<file path="src/rtl/mtip_pkg.sv">
package mtip_pkg;
  localparam int NCTX = 4;
  localparam int CTX_W = 2;
  localparam int LAT_W = 5;

  typedef logic [CTX_W-1:0] mtip_ctx_t;
  typedef logic [LAT_W-1:0] mtip_lat_t;
  typedef logic [7:0] mtip_byte_t;
  typedef logic [1:0] mtip_cnt_t;

  typedef enum logic [2:0] {
    CLS_NONE   = 3'h0,
    CLS_INT    = 3'h1,
    CLS_MASK   = 3'h2,
    CLS_VEC    = 3'h3,
    CLS_VSTORE = 3'h4,
    CLS_STORE  = 3'h5,
    CLS_LOAD   = 3'h6,
    CLS_BRANCH = 3'h7
  } mtip_cls_t;

  localparam mtip_ctx_t CTX_ONE = 2'h1;
  localparam mtip_cnt_t CNT_ONE = 2'h1;
  localparam mtip_lat_t LAT_ZERO = 5'h00;
  localparam mtip_lat_t LAT_STEP = 5'h01;
  // Result latencies in clocks
  localparam mtip_lat_t LAT_INT = 5'h01;
  localparam mtip_lat_t LAT_VEC = 5'h04;
  localparam mtip_lat_t LAT_VST = 5'h04;
  localparam mtip_lat_t LAT_L1ST = 5'h0c;
  localparam mtip_lat_t LAT_SWZ = 5'h02;
  // Dead clocks of a bounce, extra cycles of a slow prefix
  localparam mtip_cnt_t DEAD_CLKS = 2'h2;
  localparam mtip_cnt_t SLOW_CLKS = 2'h2;

  // Prefix bytes
  localparam mtip_byte_t PFX_X62 = 8'h62;
  localparam mtip_byte_t PFX_XC4 = 8'hc4;
  localparam mtip_byte_t PFX_XC5 = 8'hc5;
  localparam mtip_byte_t PFX_X0F = 8'h0f;
  localparam mtip_byte_t PFX_XD6 = 8'hd6;
  localparam logic [3:0] PFX_REX_HI = 4'h4;
  localparam mtip_byte_t PFX_OPSZ = 8'h66;
  localparam mtip_byte_t PFX_ADSZ = 8'h67;
  localparam mtip_byte_t PFX_LOCK = 8'hf0;
  localparam mtip_byte_t PFX_REPNE = 8'hf2;
  localparam mtip_byte_t PFX_REP = 8'hf3;
  localparam mtip_byte_t PFX_SEG_ES = 8'h26;
  localparam mtip_byte_t PFX_SEG_CS = 8'h2e;
  localparam mtip_byte_t PFX_SEG_SS = 8'h36;
  localparam mtip_byte_t PFX_SEG_DS = 8'h3e;
  localparam mtip_byte_t PFX_SEG_FS = 8'h64;
  localparam mtip_byte_t PFX_SEG_GS = 8'h65;

  typedef struct packed {
    logic valid;
    mtip_ctx_t ctx;
    mtip_byte_t prefix;
    mtip_cls_t op0;
    mtip_cls_t op1;
    logic early;
  } mtip_grp_t;

  function automatic logic pfx_rex(mtip_byte_t b);
    return b[7:4] == PFX_REX_HI;
  endfunction

  function automatic logic pfx_fast(mtip_byte_t b);
    return b == PFX_X62 || b == PFX_XC4 || b == PFX_XC5 ||
           b == PFX_X0F || pfx_rex(b);
  endfunction

  function automatic logic pfx_early(mtip_byte_t b);
    return b == PFX_X0F || b == PFX_X62 || b == PFX_XD6 || pfx_rex(b);
  endfunction

  function automatic logic pfx_slow(mtip_byte_t b);
    return b == PFX_OPSZ || b == PFX_ADSZ || b == PFX_LOCK ||
           b == PFX_REPNE || b == PFX_REP || b == PFX_SEG_ES ||
           b == PFX_SEG_CS || b == PFX_SEG_SS || b == PFX_SEG_DS ||
           b == PFX_SEG_FS || b == PFX_SEG_GS;
  endfunction

  function automatic logic is_vec(mtip_cls_t c);
    return c == CLS_VEC || c == CLS_VSTORE;
  endfunction

  function automatic logic v_ok(mtip_cls_t c);
    return c == CLS_INT || c == CLS_MASK || c == CLS_LOAD ||
           c == CLS_STORE || c == CLS_BRANCH;
  endfunction

  function automatic logic writes_gpr(mtip_cls_t c);
    return c == CLS_INT || c == CLS_LOAD;
  endfunction

  function automatic mtip_lat_t cls_lat(mtip_cls_t c, logic swz);
    mtip_lat_t extra;
    extra = swz ? LAT_SWZ : LAT_ZERO;
    unique case (c)
      CLS_VEC: return LAT_VEC + extra;
      CLS_VSTORE: return LAT_VST + extra;
      CLS_STORE: return LAT_L1ST;
      default: return LAT_INT;
    endcase
  endfunction
endpackage

</file>
<file path="src/rtl/mtip_pick_if.sv">
`timescale 1ns/100ps
interface mtip_pick_if;
  logic [mtip_pkg::NCTX-1:0] req;
  logic advance;
  logic grant_valid;
  logic [mtip_pkg::CTX_W-1:0] grant_ctx;
  modport picker (input req, input advance,
                  output grant_valid, output grant_ctx);
  modport core (output req, output advance,
                input grant_valid, input grant_ctx);
endinterface

</file>
<file path="src/rtl/mtip_core.sv">
// Function
// - Decode spans two stages, yet a new group enters every cycle the pipe advances.
// - A context issued in one cycle is never issued the next cycle.
// - Up to two instructions issue per clock, primary plus secondary.
// - Secondary pipe takes a subset of classes, only under pairing checks.
// - Vector instructions go to the primary pipe only.
// - Integer and mask results reach dependents after one clock.
// - Vector results take four clocks, one vector accepted each clock.
// - Load after simple vector store waits four clocks, swizzles longer.
// - Store then load through the data cache costs twelve clocks.
// - A data cache bounce inserts two dead clocks.
// - Fast prefixes add no decode cycles.
// - Size, lock, segment and repeat prefixes add two decode cycles.
// - First decode stage selects thread, rotates, spots early prefixes.
// - Writeback writes integer registers and evaluates the flags.
// - One thread alone gets at most half the issue slots.
// - Four hardware contexts feed the picker.
// - A load miss parks its context until the fill arrives.
`timescale 1ns/100ps
module mtip_core (
  input wire logic ref_clk,
  input wire logic reset,
  input wire logic [mtip_pkg::NCTX-1:0] ctx_valid,
  input wire mtip_pkg::mtip_byte_t [mtip_pkg::NCTX-1:0] ctx_prefix,
  input wire mtip_pkg::mtip_cls_t [mtip_pkg::NCTX-1:0] ctx_op0,
  input wire mtip_pkg::mtip_cls_t [mtip_pkg::NCTX-1:0] ctx_op1,
  input wire logic [mtip_pkg::NCTX-1:0] ctx_dep,
  input wire logic [mtip_pkg::NCTX-1:0] ctx_swz,
  input wire logic load_miss,
  input wire mtip_pkg::mtip_ctx_t load_miss_ctx,
  input wire logic fill_done,
  input wire mtip_pkg::mtip_ctx_t fill_ctx,
  input wire logic dcache_bounce,
  output logic pick_ack,
  output mtip_pkg::mtip_ctx_t pick_ack_ctx,
  output logic pick_ack_two,
  output logic issue_valid,
  output mtip_pkg::mtip_ctx_t issue_ctx,
  output mtip_pkg::mtip_cls_t issue_u_cls,
  output mtip_pkg::mtip_cls_t issue_v_cls,
  output logic issue_early_pfx,
  output logic wb_rf_we,
  output logic wb_flags_we,
  output mtip_pkg::mtip_ctx_t wb_ctx,
  output logic [mtip_pkg::NCTX-1:0] ctx_suspended
);
  import mtip_pkg::*;

  typedef struct packed {
    mtip_grp_t dec_first;
    mtip_grp_t dec_second;
    logic [NCTX-1:0][LAT_W-1:0] lat;
    logic [NCTX-1:0] susp;
    mtip_cnt_t dead;
    mtip_cnt_t slow;
    logic ack;
    mtip_ctx_t ack_ctx;
    logic ack_two;
    logic iss;
    mtip_ctx_t iss_ctx;
    mtip_cls_t iss_u;
    mtip_cls_t iss_v;
    logic iss_early;
    logic wb_rf;
    logic wb_fl;
    mtip_ctx_t wb_ctx;
  } mtip_core_st_t;

  mtip_core_st_t s;
  mtip_core_st_t next_s;
  mtip_pick_if pk ();

  logic stall;
  logic adv;
  logic paired;
  mtip_grp_t g;
  mtip_lat_t lat0;
  mtip_lat_t lat1;
  mtip_lat_t lat_grp;

  mtip_picker u_picker (
    .ref_clk (ref_clk),
    .reset (reset),
    .pk (pk)
  );

  always_comb begin
    next_s = s;
    // Bounce and slow prefix both freeze the whole pipe in lockstep
    stall = (s.dead != '0) || (s.slow != '0);
    adv = !stall;
    pk.advance = adv;

    // Eligible: fetched, not parked, dependency latency elapsed
    for (int c = 0; c < NCTX; c++) begin
      pk.req[c] = ctx_valid[c] && !s.susp[c] &&
                  (!ctx_dep[c] || s.lat[c] == LAT_ZERO);
    end

    // Rotate the chosen context's group into the decoder
    g.valid = pk.grant_valid;
    g.ctx = pk.grant_ctx;
    g.prefix = ctx_prefix[pk.grant_ctx];
    g.op0 = ctx_op0[pk.grant_ctx];
    g.op1 = ctx_op1[pk.grant_ctx];
    g.early = 1'b0;
    // Second op rides along only if the secondary pipe can take it
    paired = (g.op0 != CLS_NONE) && v_ok(g.op1);
    if (!paired) begin
      g.op1 = CLS_NONE;
    end

    // Latency of the group: slowest of its two results
    lat0 = cls_lat(g.op0, ctx_swz[pk.grant_ctx]);
    lat1 = cls_lat(g.op1, ctx_swz[pk.grant_ctx]);
    lat_grp = (lat0 > lat1) ? lat0 : lat1;

    // Counters run on advances only, so freezes never shorten a wait
    if (adv) begin
      for (int c = 0; c < NCTX; c++) begin
        if (s.lat[c] != LAT_ZERO) begin
          next_s.lat[c] = s.lat[c] - LAT_STEP;
        end
      end
      if (pk.grant_valid) begin
        next_s.lat[pk.grant_ctx] = lat_grp - LAT_STEP;
      end
    end

    // Fetch side drops the group one cycle later; the picker
    // already excludes that context in that cycle
    next_s.ack = adv && pk.grant_valid;
    next_s.ack_ctx = pk.grant_ctx;
    next_s.ack_two = paired;

    // Two-stage decode, a new group each advance
    if (adv) begin
      next_s.dec_first = g;
      next_s.dec_second = s.dec_first;
      next_s.dec_second.early = pfx_early(s.dec_first.prefix);
    end

    // Slow prefix holds the group in second decode two more cycles
    if (adv && s.dec_first.valid && pfx_slow(s.dec_first.prefix)) begin
      next_s.slow = SLOW_CLKS;
    end else if (s.slow != '0) begin
      next_s.slow = s.slow - CNT_ONE;
    end

    // A bounce wins over a running count and restarts it
    if (dcache_bounce) begin
      next_s.dead = DEAD_CLKS;
    end else if (s.dead != '0) begin
      next_s.dead = s.dead - CNT_ONE;
    end

    // Issue: op0 to primary, paired op1 to secondary
    next_s.iss = adv && s.dec_second.valid;
    next_s.iss_ctx = s.dec_second.ctx;
    next_s.iss_u = s.dec_second.op0;
    next_s.iss_v = s.dec_second.op1;
    next_s.iss_early = s.dec_second.early;

    // Writeback: register file and flags for the issued pair
    next_s.wb_rf = s.iss &&
                   (writes_gpr(s.iss_u) || writes_gpr(s.iss_v));
    next_s.wb_fl = s.iss &&
                   (s.iss_u == CLS_INT || s.iss_v == CLS_INT);
    next_s.wb_ctx = s.iss_ctx;

    // Fill clears, a miss in the same cycle still parks
    for (int c = 0; c < NCTX; c++) begin
      if (fill_done && fill_ctx == mtip_ctx_t'(c)) begin
        next_s.susp[c] = 1'b0;
      end
      if (load_miss && load_miss_ctx == mtip_ctx_t'(c)) begin
        next_s.susp[c] = 1'b1;
      end
    end
  end

  // All state in one register
  always_ff @(posedge ref_clk) begin
    if (reset) begin
      s <= '0;
    end else begin
      s <= next_s;
    end
  end

  // Outputs come straight from state
  assign pick_ack = s.ack;
  assign pick_ack_ctx = s.ack_ctx;
  assign pick_ack_two = s.ack_two;
  assign issue_valid = s.iss;
  assign issue_ctx = s.iss_ctx;
  assign issue_u_cls = s.iss_u;
  assign issue_v_cls = s.iss_v;
  assign issue_early_pfx = s.iss_early;
  assign wb_rf_we = s.wb_rf;
  assign wb_flags_we = s.wb_fl;
  assign wb_ctx = s.wb_ctx;
  assign ctx_suspended = s.susp;

  a_issue_alt: assert property (
    @(posedge ref_clk) disable iff (reset)
    (issue_valid && $past(issue_valid)) |->
      issue_ctx != $past(issue_ctx))
    else $error("same context issued in back to back cycles");

  a_decode_depth: assert property (
    @(posedge ref_clk) disable iff (reset)
    (pk.grant_valid && adv ##1 adv ##1 adv) |=>
      (issue_valid && issue_ctx == $past(pk.grant_ctx, 3)))
    else $error("picked group did not issue after two decode stages");

  a_vec_upipe: assert property (
    @(posedge ref_clk) disable iff (reset)
    issue_valid |-> !is_vec(issue_v_cls))
    else $error("vector instruction on the secondary pipe");

  a_vpipe_subset: assert property (
    @(posedge ref_clk) disable iff (reset)
    (issue_valid && issue_v_cls != CLS_NONE) |->
      (v_ok(issue_v_cls) && issue_u_cls != CLS_NONE))
    else $error("secondary pipe issue broke pairing");

  a_bounce_gap: assert property (
    @(posedge ref_clk) disable iff (reset)
    dcache_bounce |=> ##1 !issue_valid [*2])
    else $error("issue inside bounce dead clocks");

  a_slow_gap: assert property (
    @(posedge ref_clk) disable iff (reset)
    (adv && s.dec_first.valid && pfx_slow(s.dec_first.prefix)) |=>
      ##1 !issue_valid [*2])
    else $error("slow prefix did not add two decode cycles");

  a_fast_free: assert property (
    @(posedge ref_clk) disable iff (reset)
    (adv && s.dec_first.valid && pfx_fast(s.dec_first.prefix) &&
      !dcache_bounce) |=> adv)
    else $error("fast prefix added decode cycles");

  a_dep_wait: assert property (
    @(posedge ref_clk) disable iff (reset)
    (adv && pk.grant_valid && ctx_dep[pk.grant_ctx]) |->
      s.lat[pk.grant_ctx] == LAT_ZERO)
    else $error("dependent group picked before result ready");

  a_miss_park: assert property (
    @(posedge ref_clk) disable iff (reset)
    load_miss |=> (ctx_suspended[$past(load_miss_ctx)] &&
      !(pk.grant_valid && pk.grant_ctx == $past(load_miss_ctx))))
    else $error("missing context not parked");

  a_wb_write: assert property (
    @(posedge ref_clk) disable iff (reset)
    (issue_valid && writes_gpr(issue_u_cls)) |=>
      (wb_rf_we && wb_ctx == $past(issue_ctx)))
    else $error("writeback missed a register file write");

  // Frozen cycles must take nothing, or a group would slip past a stall
  a_stall_frozen: assert property (
    @(posedge ref_clk) disable iff (reset)
    stall |=> (!pick_ack && !issue_valid))
    else $error("pick or issue during a frozen cycle");

  a_ack_pick: assert property (
    @(posedge ref_clk) disable iff (reset)
    (adv && pk.grant_valid) |=>
      (pick_ack && pick_ack_ctx == $past(pk.grant_ctx)))
    else $error("picked group not acknowledged next cycle");

  a_flags_int: assert property (
    @(posedge ref_clk) disable iff (reset)
    (issue_valid && (issue_u_cls == CLS_INT || issue_v_cls == CLS_INT))
      |=> wb_flags_we)
    else $error("integer issue did not evaluate the flags");

  a_wb_idle: assert property (
    @(posedge ref_clk) disable iff (reset)
    !issue_valid |=> (!wb_rf_we && !wb_flags_we))
    else $error("writeback without an issue");

  a_fill_wake: assert property (
    @(posedge ref_clk) disable iff (reset)
    (fill_done && !(load_miss && load_miss_ctx == fill_ctx)) |=>
      !ctx_suspended[$past(fill_ctx)])
    else $error("filled context still parked");

  // Latency loads; a short load would let a dependent issue too early
  a_vec_latency: assert property (
    @(posedge ref_clk) disable iff (reset)
    (adv && pk.grant_valid && is_vec(g.op0)) |=>
      s.lat[$past(pk.grant_ctx)] >= LAT_VEC - LAT_STEP)
    else $error("vector result latency shorter than four clocks");

  a_store_latency: assert property (
    @(posedge ref_clk) disable iff (reset)
    (adv && pk.grant_valid && g.op0 == CLS_STORE) |=>
      s.lat[$past(pk.grant_ctx)] == LAT_L1ST - LAT_STEP)
    else $error("store to load penalty not twelve clocks");

  a_swz_latency: assert property (
    @(posedge ref_clk) disable iff (reset)
    (adv && pk.grant_valid && g.op0 == CLS_VSTORE &&
      ctx_swz[pk.grant_ctx]) |=>
      s.lat[$past(pk.grant_ctx)] > LAT_VST - LAT_STEP)
    else $error("swizzle store did not lengthen the load latency");
endmodule

</file>
<file path="src/rtl/mtip_picker.sv">
`timescale 1ns/100ps
module mtip_picker (
  input wire logic ref_clk,
  input wire logic reset,
  mtip_pick_if.picker pk
);
  import mtip_pkg::*;

  typedef struct packed {
    mtip_ctx_t ptr;
    logic last_valid;
    mtip_ctx_t last_ctx;
  } mtip_pick_st_t;

  mtip_pick_st_t s;
  mtip_pick_st_t next_s;
  logic [NCTX-1:0] elig;
  logic found;
  mtip_ctx_t win;
  mtip_ctx_t idx;

  // Round robin from the pointer, skipping the last pick
  always_comb begin
    next_s = s;
    elig = pk.req;
    found = 1'b0;
    win = s.ptr;
    idx = s.ptr;
    if (s.last_valid) begin
      elig[s.last_ctx] = 1'b0;
    end
    for (int i = 0; i < NCTX; i++) begin
      idx = s.ptr + mtip_ctx_t'(i);
      if (!found && elig[idx]) begin
        found = 1'b1;
        win = idx;
      end
    end
    // Nothing else ready: an idle slot, never a repeat
    pk.grant_valid = found;
    pk.grant_ctx = win;
    // Pointer moves past the winner so no ready context starves
    if (pk.advance) begin
      next_s.last_valid = found;
      next_s.last_ctx = win;
      if (found) begin
        next_s.ptr = win + CTX_ONE;
      end
    end
  end

  // Exclusion memory only moves when the pipe advances
  always_ff @(posedge ref_clk) begin
    if (reset) begin
      s <= '0;
    end else begin
      s <= next_s;
    end
  end

  a_skip_last: assert property (
    @(posedge ref_clk) disable iff (reset)
    (pk.grant_valid && s.last_valid) |-> pk.grant_ctx != s.last_ctx)
    else $error("picker chose the context picked last");

  a_idle_slot: assert property (
    @(posedge ref_clk) disable iff (reset)
    (elig == '0) |-> !pk.grant_valid)
    else $error("picker granted with no eligible context");

  a_rr_order: assert property (
    @(posedge ref_clk) disable iff (reset)
    (pk.grant_valid && elig[s.ptr]) |-> pk.grant_ctx == s.ptr)
    else $error("picker skipped the round robin head");
endmodule

</file>
<file path="config.mk">
export PLATFORM = sky130hd
export DESIGN_NAME = mtip_core
export DESIGN_NICKNAME = d
export VERILOG_FILES = /design/src/rtl/mtip_pkg.sv /design/src/rtl/mtip_pick_if.sv /design/src/rtl/mtip_core.sv /design/src/rtl/mtip_picker.sv
export SDC_FILE = /design/constraint.sdc
export NUM_CORES = 1
export LEC_CHECK = 0
export ABC_AREA = 1
export BUFFER_PORTS_ARGS = -buffer_cell sky130_fd_sc_hd__buf_2
export CORE_MARGIN = 2
export CORE_UTILIZATION = 37
export DETAILED_ROUTE_END_ITERATION = 8
export PLACE_DENSITY = 0.64
export SYNTH_ARGS = -nofsm -noshare
export SYNTH_HDL_FRONTEND = slang
export SYNTH_HIERARCHICAL = 1
export SYNTH_SLANG_ARGS = --single-unit
</file>
<file path="constraint.sdc">
create_clock -name ref_clk -period 5.8 [get_ports ref_clk]
set_input_delay 0.87 -clock ref_clk [delete_from_list [all_inputs] [get_ports ref_clk]]
set_output_delay 0.87 -clock ref_clk [all_outputs]
set_load 0.01 [all_outputs]
</file>
==> results of run 1 <==
## metrics by stage
step,power [mW],std cells,hold slack [ns]
3_5_place_dp,3.27,862,0.412
2_1_floorplan,2.81,632,0.400
6_report,3.93,884,0.417
5_1_grt,4.31,884,0.446
4_1_cts,3.84,877,0.422
3_3_place_gp,3.17,862,0.406
## report_power, final
group | switching (mW) | total, mW | internal, mW
combinational | 1.65 | 2.55 | 0.898
sequential | 0.129 | 0.822 | 0.693
clock | 0.218 | 0.561 | 0.343
total | 2.00 | 3.93 | 1.93
## cells in the mapped netlist (all sizes together), types with 10 or more instances
master	n	area (µm²)
a31oi	14	87.6
a22oi	17	128
buf	22	173
o21ai	48	251
nand2	122	527
inv	83	317
clkbuf	18	67.6
nor2	55	303
nand3	64	373
ha	10	125
a21oi	48	259
dfxtp	78	1560
## placed cells by master (no fill, tap or decap), types with 2 or more instances in the layout
cell and count:
ha_1 10, clkinv_4 2, a31oi_1 14, nand4_1 4, a22oi_1 17, o22ai_1 5, xnor2_1 3, clkinv_1 2
buf_2 98, nand2_1 104, nor3_1 5, inv_1 75, a21oi_2 5, dfxtp_1 78, a21oi_1 43, nand2_2 15
clkinv_2 2, o21ai_0 46, or2_2 4, o211ai_1 4, inv_4 2, xor2_1 7, nand3_1 55, nand3_2 8
nor2_4 11, nand2_4 2, buf_4 11, a221oi_1 4, inv_2 5, clkinvlp_4 2, clkbuf_16 9, nor2_1 42
## critical path, delay by kind of cell (launching register included)
family          cells  cell delay (ns)
compound gates      2             0.18
fa+ha+maj           3             0.66
buf+inv             8             1.01
flops               1             0.33
simple gates       25             2.86
## path summary, 6_finish.rpt
kind	end	slack, ns	cells after the start
worst min-delay path	wb_ctx[1]	0.42	2
worst max-delay path	s[37]	0.63	38
worst min register to register	wb_ctx[1]	0.42	2
worst max register to register	s[37]	0.63	38
## cells by family after synthesis
group / share of synthesized area
xor gates and xnor gates: 0.0287
adders and majority gates: 0.0273
buffers and inverters: 0.124
and+or+nand+nor: 0.286
AOI/OAI and AO/OA: 0.192
DFF: 0.341
other: 0.000819
## metal layers
layer	track usage	wire (µm)
met5	0	0
met2	0.330	5750
met1	0.200	4870
met4	0.0651	239
met3	0.0422	431
## flip-flops by register name, summed over array words and instances, names as in the netlist
name             count
ctx_suspended        4
issue_ctx            2
issue_early_pfx      1
issue_u_cls          3
issue_v_cls          3
issue_valid          1
next_s               9
pick_ack             1
pick_ack_ctx         2
pick_ack_two         1
s                   42
u_picker/s           5
wb_ctx               2
wb_flags_we          1
wb_rf_we             1
## what timing repair did
action,in CTS,in global routing
setup endpoints to repair,0,12
setup buffers,0,7
resized for setup,0,2
## final cells by class
class | count | area (µm²) | area share
inverter | 86 | 333 | 0.0613
timing repair buffer | 109 | 573 | 0.106
multi-input combinational | 428 | 2450 | 0.452
clock inverter | 5 | 60.1 | 0.0111
clock buffer | 10 | 239 | 0.0440
tap | 168 | 210 | 0.0387
sequential | 78 | 1560 | 0.288
==> reports/qor_table.md, run 1 <==
| Quantity | Value | Unit |
|:---|:---|:---|
| Number of levels the H-tree was split into | 3 | - |
| Routed via count | 4421 | - |
| Antenna diode count | 0 | - |
| DR DRC count | 0 | - |
| Largest fanout on the critical path | 9 | - |
| Final design instance area without fill | 5430 | µm² |
| Buffers from clock root to sink, at most | 2 | - |
| Max IR drop VDD | 0.309 | mV |
| Yosys warnings | 6 | - |
| Hold Fails Final Rpt | 0 | - |
| Endpoint arrival time on the critical path | 5.37 | ns |
| Syn-to-layout area delta | 18.6 | % |
| Std-Cell Rows | 40 | - |
| Overall routed net length | 11300 | µm |
| Post-synth EDFFs | 0 | - |
| Pin count of the biggest net entering global routing | 63 | - |
| Die Wd | 115 | µm |
| Worst Setup End Kind | flop | - |
| Number of clock buffers inserted by TritonCTS | 9 | - |
| Post-layout nets | 799 | - |
| Max-slew violation count | 0 | - |
| HPWL after DPL | 8420 | µm |
| CTS Sinks | 78 | - |
| Timing startpoint of the critical path | s[41] | - |
| Req. time, crit path | 6.00 | ns |
| Starting utilization of the core area | 0.380 | - |
| Cell with the biggest individual delay on the critical path | or2_2 | - |
| Die H | 115 | µm |
| Crit Reg-Reg Startpoint | s[41] | - |
| Max-cap violation count | 0 | - |
| Period utilisation layout | 0.891 | - |
| Wire length of the first global-routing pass | 19200 | µm |
| Final weighted congestion of routability-driven global placement | 0.843 | - |
| Startpoint types | flop | - |
| Core box area | 12100 | µm² |
| Final antenna-violating net count | 0 | - |
| Post-synth net total | 719 | - |
| PortBufs | 98 | - |
| Clock tree skew after final layout | 0.00586 | ns |
| Leakage | 2.53 | nW |
| Post-route setup TNS | 0 | ns |
| Count of filler cells inserted in the layout | 1226 | - |
| Placed inst area | 5070 | µm² |
| Number of distinct library cells after synthesis | 51 | - |
| Via-to-Cell Ratio | 5.00 | - |
| Clock insertion delay at the later pin of the skew report | 0.33 | ns |
| Remaining global-route overflow | 0 | - |
| Die area | 13300 | µm² |
| Max-slew headroom at the worst pin | 0.268 | - |
| Worst Max-Slew Pin Slew | 1.10 | ns |
| Number of antenna violations at the first check in global routing | 0 | - |
| Setup Viol. Count Final | 0 | - |
| Syn Inst Count | 632 | - |
| Worst min path class | flop to flop | - |
| Total of flip-flops plus latches after synthesis | 78 | - |
| F_max | 0.193 | GHz |
| Outcome | finished, final reports clean | - |
| Global-route usage over all layers | 0.179 | - |
| Total iterations of the first detailed-routing run | 5 | - |
| CTS tree | yes | - |
| Share of synthesized area occupied by flip-flops and latches | 0.341 | - |
| Number of hold buffers added after CTS | 0 | - |
| Most used flip-flop cell after synthesis | dfxtp_1 | - |
| Final Worst Setup Slack | 0.630 | ns |
| Mean routed wirelength per cell | 12.8 | µm |
| DRT iter0 DRCs | 255 | - |
| Clock transition at the registers of the reported paths | 0.06 | ns |
| Utilization after layout | 0.450 | - |
| Minimum period implied by the final worst setup slack | 5.17 | ns |
| Pwr Density | 724 | nW/µm² |
| Ys async rst share | 0 | - |
| Via count of the first global-routing pass | 4360 | - |
| Proportion of layout cells with a drive suffix above 1 | 0.260 | - |
| Slowest Stage Delay on Critical Path | 0.34 | ns |
| Worst slack, placed | 0.359 | ns |
| Io pins | 99 | - |
| Root buffer cell | clkbuf_16 | - |
| Setup repair after global routing missed its margin | false | - |
| Synthesized area per cell | 7.25 | µm² |
| Type of the setup path with the least slack | flop to flop | - |
| Top cell by count, worst path | nand2_1 | - |
| Worst hold path startpoint | issue_ctx[1] | - |
| Mapped Area | 4580 | µm² |
Note: power is estimated with default switching activity, not from simulation.
==> inputs of run 2 (changes only) <==
- SYNTH_HIERARCHICAL: 1 -> unset
==> run 2 against run 1 <==
Via count increased by 1.7%; first-iteration DRC count grew 0.78%; clock skew about the same; sequential cell count shrank 3; critical path depth decreased by 1; wire length increased by 1.7%; final area rose by 3.3%; cell count rose by 5.9%; critical path type unchanged; critical endpoint is now s[32]; largest cell class unchanged.
==> reports/qor_table.md, run 2 <==
| Quantity | Value | Unit | Change |
|:---|:---|:---|:---|
| Outcome | finished, final reports clean | - | unchanged |
| Minimum period implied by the final worst setup slack | 5.10 | ns | was 5.17 ns |
| HPWL after DPL | 8350 | µm | was 8420 µm |
| Worst R2R End | s[32] | - | was s[37] |
| Die area | 13800 | µm² | was 13300 µm² |
| Core box area | 12600 | µm² | was 12100 µm² |
| Setup repair after global routing missed its margin | false | - | unchanged |
| Worst slack, placed | 0.425 | ns | was 0.359 ns |
| CTS Sinks | 75 | - | was 78 |
| Reg2reg setup slack | 0.70 | ns | was 0.63 ns |
| Slowest Stage Delay on Critical Path | 0.33 | ns | was 0.34 ns |
| Share of synthesized area occupied by flip-flops and latches | 0.314 | - | was 0.341 |
| Final weighted congestion of routability-driven global placement | 0.838 | - | was 0.843 |
| Yosys warnings | 0 | - | was 6 |
| Proportion of layout cells with a drive suffix above 1 | 0.238 | - | was 0.260 |
| Leading area contributor after synthesis | dfxtp_1 | - | unchanged |
| Most used flip-flop cell after synthesis | dfxtp_1 | - | unchanged |
| Overall routed net length | 11500 | µm | was 11300 µm |
| Post-synth EDFFs | 0 | - | unchanged |
| Number of antenna violations at the first check in global routing | 0 | - | unchanged |
| Most frequent standard cell in the layout excluding fill and tap cells | nand2_1 | - | unchanged |
| Reg with most FFs | s | - | unchanged |
| Ys async rst share | 0 | - | unchanged |
| Number of clock buffers inserted by TritonCTS | 9 | - | unchanged |
| Io pins | 99 | - | unchanged |
| Die H | 118 | µm | was 115 µm |
| Worst min path class | flop to flop | - | unchanged |
| Max-slew violation count | 0 | - | unchanged |
| Post-synth net total | 782 | - | was 719 |
| Final design instance area without fill | 5610 | µm² | was 5430 µm² |
| Starting utilization of the core area | 0.379 | - | was 0.380 |
| Final worst hold slack | 0.417 | ns | about the same |
| Number of levels the H-tree was split into | 3 | - | unchanged |
| Endpoint arrival time on the critical path | 5.30 | ns | was 5.37 ns |
| Wire length of the first global-routing pass | 19600 | µm | was 19200 µm |
| Most frequent cell after synthesis | nand2_1 | - | unchanged |
| Total iterations of the first detailed-routing run | 4 | - | was 5 |
| Setup Fix Bufs, Post-CTS | 0 | - | unchanged |
| Via-to-Cell Ratio | 4.80 | - | was 5.00 |
| CTS tree | yes | - | unchanged |
| Std-Cell Rows | 41 | - | was 40 |
| Timing startpoint of the critical path | s[31] | - | was s[41] |
| Type of the setup path with the least slack | flop to flop | - | unchanged |
| Setup Viol. Count Final | 0 | - | unchanged |
| Global-route usage over all layers | 0.168 | - | was 0.179 |
| Count of filler cells inserted in the layout | 1328 | - | was 1226 |
| PortBufs | 98 | - | unchanged |
| Crit Reg-Reg Startpoint | s[31] | - | was s[41] |
| Main area contributors after synthesis | dfxtp_1 31%, nand2_1 8.7%, inv_1 6.6% | - | was dfxtp_1 34%, nand2_1 8.5%, inv_1 6.2% |
| Worst Setup End Kind | flop | - | unchanged |
| Buffers from clock root to sink, at most | 2 | - | unchanged |
| Clock transition at the registers of the reported paths | 0.06 | ns | about the same |
| Mapped Area | 4780 | µm² | was 4580 µm² |
| Routed via count | 4496 | - | was 4421 |
| Hold Fails Final Rpt | 0 | - | unchanged |
| Post-synth top area share | 0.314 | - | was 0.341 |
| Number of distinct library cells after synthesis | 47 | - | was 51 |
| Synthesized area per cell | 6.97 | µm² | was 7.25 µm² |
| Largest fanout on the critical path | 14 | - | was 9 |
| Top cell by count, worst path | nand2_1 | - | unchanged |
| Max-cap violation count | 0 | - | unchanged |
| Max-slew headroom at the worst pin | 0.421 | - | was 0.268 |
| Req. time, crit path | 6.00 | ns | about the same |
| Period utilisation layout | 0.880 | - | was 0.891 |
| Startpoint types | flop | - | unchanged |
| DR DRC count | 0 | - | unchanged |
| Leading post-synthesis cells by instance count | 111 x nand2_1, 84 x inv_1, 75 x dfxtp_1 | - | was 104 x nand2_1, 78 x dfxtp_1, 76 x inv_1 |
| Pin count of the biggest net entering global routing | 45 | - | was 63 |
| Post-layout nets | 855 | - | was 799 |
| Cell count of the worst reg-to-reg path | 37 | - | was 38 |
| Mean routed wirelength per cell | 12.3 | µm | was 12.8 µm |
| Final antenna-violating net count | 0 | - | unchanged |
| F_max | 0.196 | GHz | was 0.193 GHz |
| Die Wd | 118 | µm | was 115 µm |
| Clock insertion delay at the later pin of the skew report | 0.34 | ns | was 0.33 ns |
| Antenna diode count | 0 | - | unchanged |
| Post-route setup TNS | 0 | ns | unchanged |
| DRT iter0 DRCs | 257 | - | was 255 |
| Total of flip-flops plus latches after synthesis | 75 | - | was 78 |
| Clock tree skew after final layout | 0.00622 | ns | was 0.00586 ns |
| Final Worst Setup Slack | 0.697 | ns | was 0.630 ns |
| Via count of the first global-routing pass | 4261 | - | was 4360 |
| Timing endpoint of the critical path | s[32] | - | was s[37] |
| Worst Max-Slew Pin Slew | 0.867 | ns | was 1.10 ns |
| Max reg flops | 39 | - | was 42 |
| Syn-to-layout area delta | 17.3 | % | was 18.6% |
| Cell with the biggest individual delay on the critical path | ha_1 | - | was or2_2 |
| Placed inst area | 5300 | µm² | was 5070 µm² |
| Root buffer cell | clkbuf_16 | - | unchanged |
| Remaining global-route overflow | 0 | - | unchanged |
| Syn Inst Count | 686 | - | was 632 |
| Commonest cells after routing, fill and taps aside | 111 x nand2_1, 98 x buf_2, 84 x inv_1, 75 x dfxtp_1 | - | was 104 x nand2_1, 98 x buf_2, 78 x dfxtp_1, 75 x inv_1, 55 x nand3_1 |
## run 2: cell count changes in the layout (fill, tap and decap cells not counted), sizes merged, moves of 5 or more
| cell | change |
|---|---|
| a22oi | -17 |
| nand2 | +15 |
| nor2 | +15 |
| a21oi | +12 |
| a31oi | -12 |
| o21ai | +12 |
| ha | +9 |
| inv | +8 |
| buf | -5 |
## run 2: critical path, delay by kind of cell (launching register included)
kind,cells,cell delay [ns]
and+or+nand+nor,22,2.54
DFF,1,0.32
adders and majority gates,4,1.03
AOI/OAI and AO/OA,4,0.46
buffers and inverters,7,0.61
## run 2: worst min path at each step
stage / start / end / slack, ns / cells after the start
4_1_cts: issue_ctx[0] / wb_ctx[0] / 0.42 / 2
5_1_grt: issue_ctx[0] / wb_ctx[0] / 0.44 / 2
3_5_place_dp: issue_ctx[0] / wb_ctx[0] / 0.41 / 2
3_3_place_gp: issue_ctx[0] / wb_ctx[0] / 0.41 / 2
2_1_floorplan: next_s[11] / issue_ctx[0] / 0.40 / 2
6_report: issue_ctx[0] / wb_ctx[0] / 0.42 / 2
## run 2: cell type report
cell class	count	area [µm²]	area share
clock buffers	9	225	0.0402
clock inverters	7	81.3	0.0145
inverters	88	330	0.0589
multi-input cells	481	2720	0.485
flip-flops and latches	75	1500	0.268
well taps	172	215	0.0384
repair buffers	104	536	0.0955
## run 2: logic make-up after synthesis
| group | synth area share |
|---|---|
| XOR/XNOR | 0.0126 |
| buffers and inverters | 0.120 |
| AO/OA/AOI/OAI | 0.188 |
| flip-flops | 0.314 |
| adder cells (fa/ha/maj) | 0.0497 |
| AND/OR/NAND/NOR | 0.316 |
## run 2: through the flow
stage | cells | utilization
3_3_place_gp | 920 | 0.420
4_1_cts | 936 | 0.444
3_5_place_dp | 920 | 0.420
6_report | 936 | 0.444
5_1_grt | 936 | 0.444
2_1_floorplan | 686 | -
## run 2: repair_timing
action,4_1_cts,5_1_grt
hold buffers,0,0
hold endpoints to repair,0,0
resized for setup,0,1
endpoints found under the setup margin,0,2
## run 2: layer usage
| layer | part of all wire | track usage | routed length (µm) |
|---|---|---|---|
| met5 | 0 | 0 | 0 |
| met4 | 0.014 | 0.0527 | 166 |
| met2 | 0.45 | 0.284 | 5200 |
| met1 | 0.48 | 0.217 | 5500 |
| met3 | 0.054 | 0.0315 | 614 |
Power of run 2 is left out: the tool's default activity adds up to more than one toggle a clock period on the data nets, which glitch-free logic cannot reach.
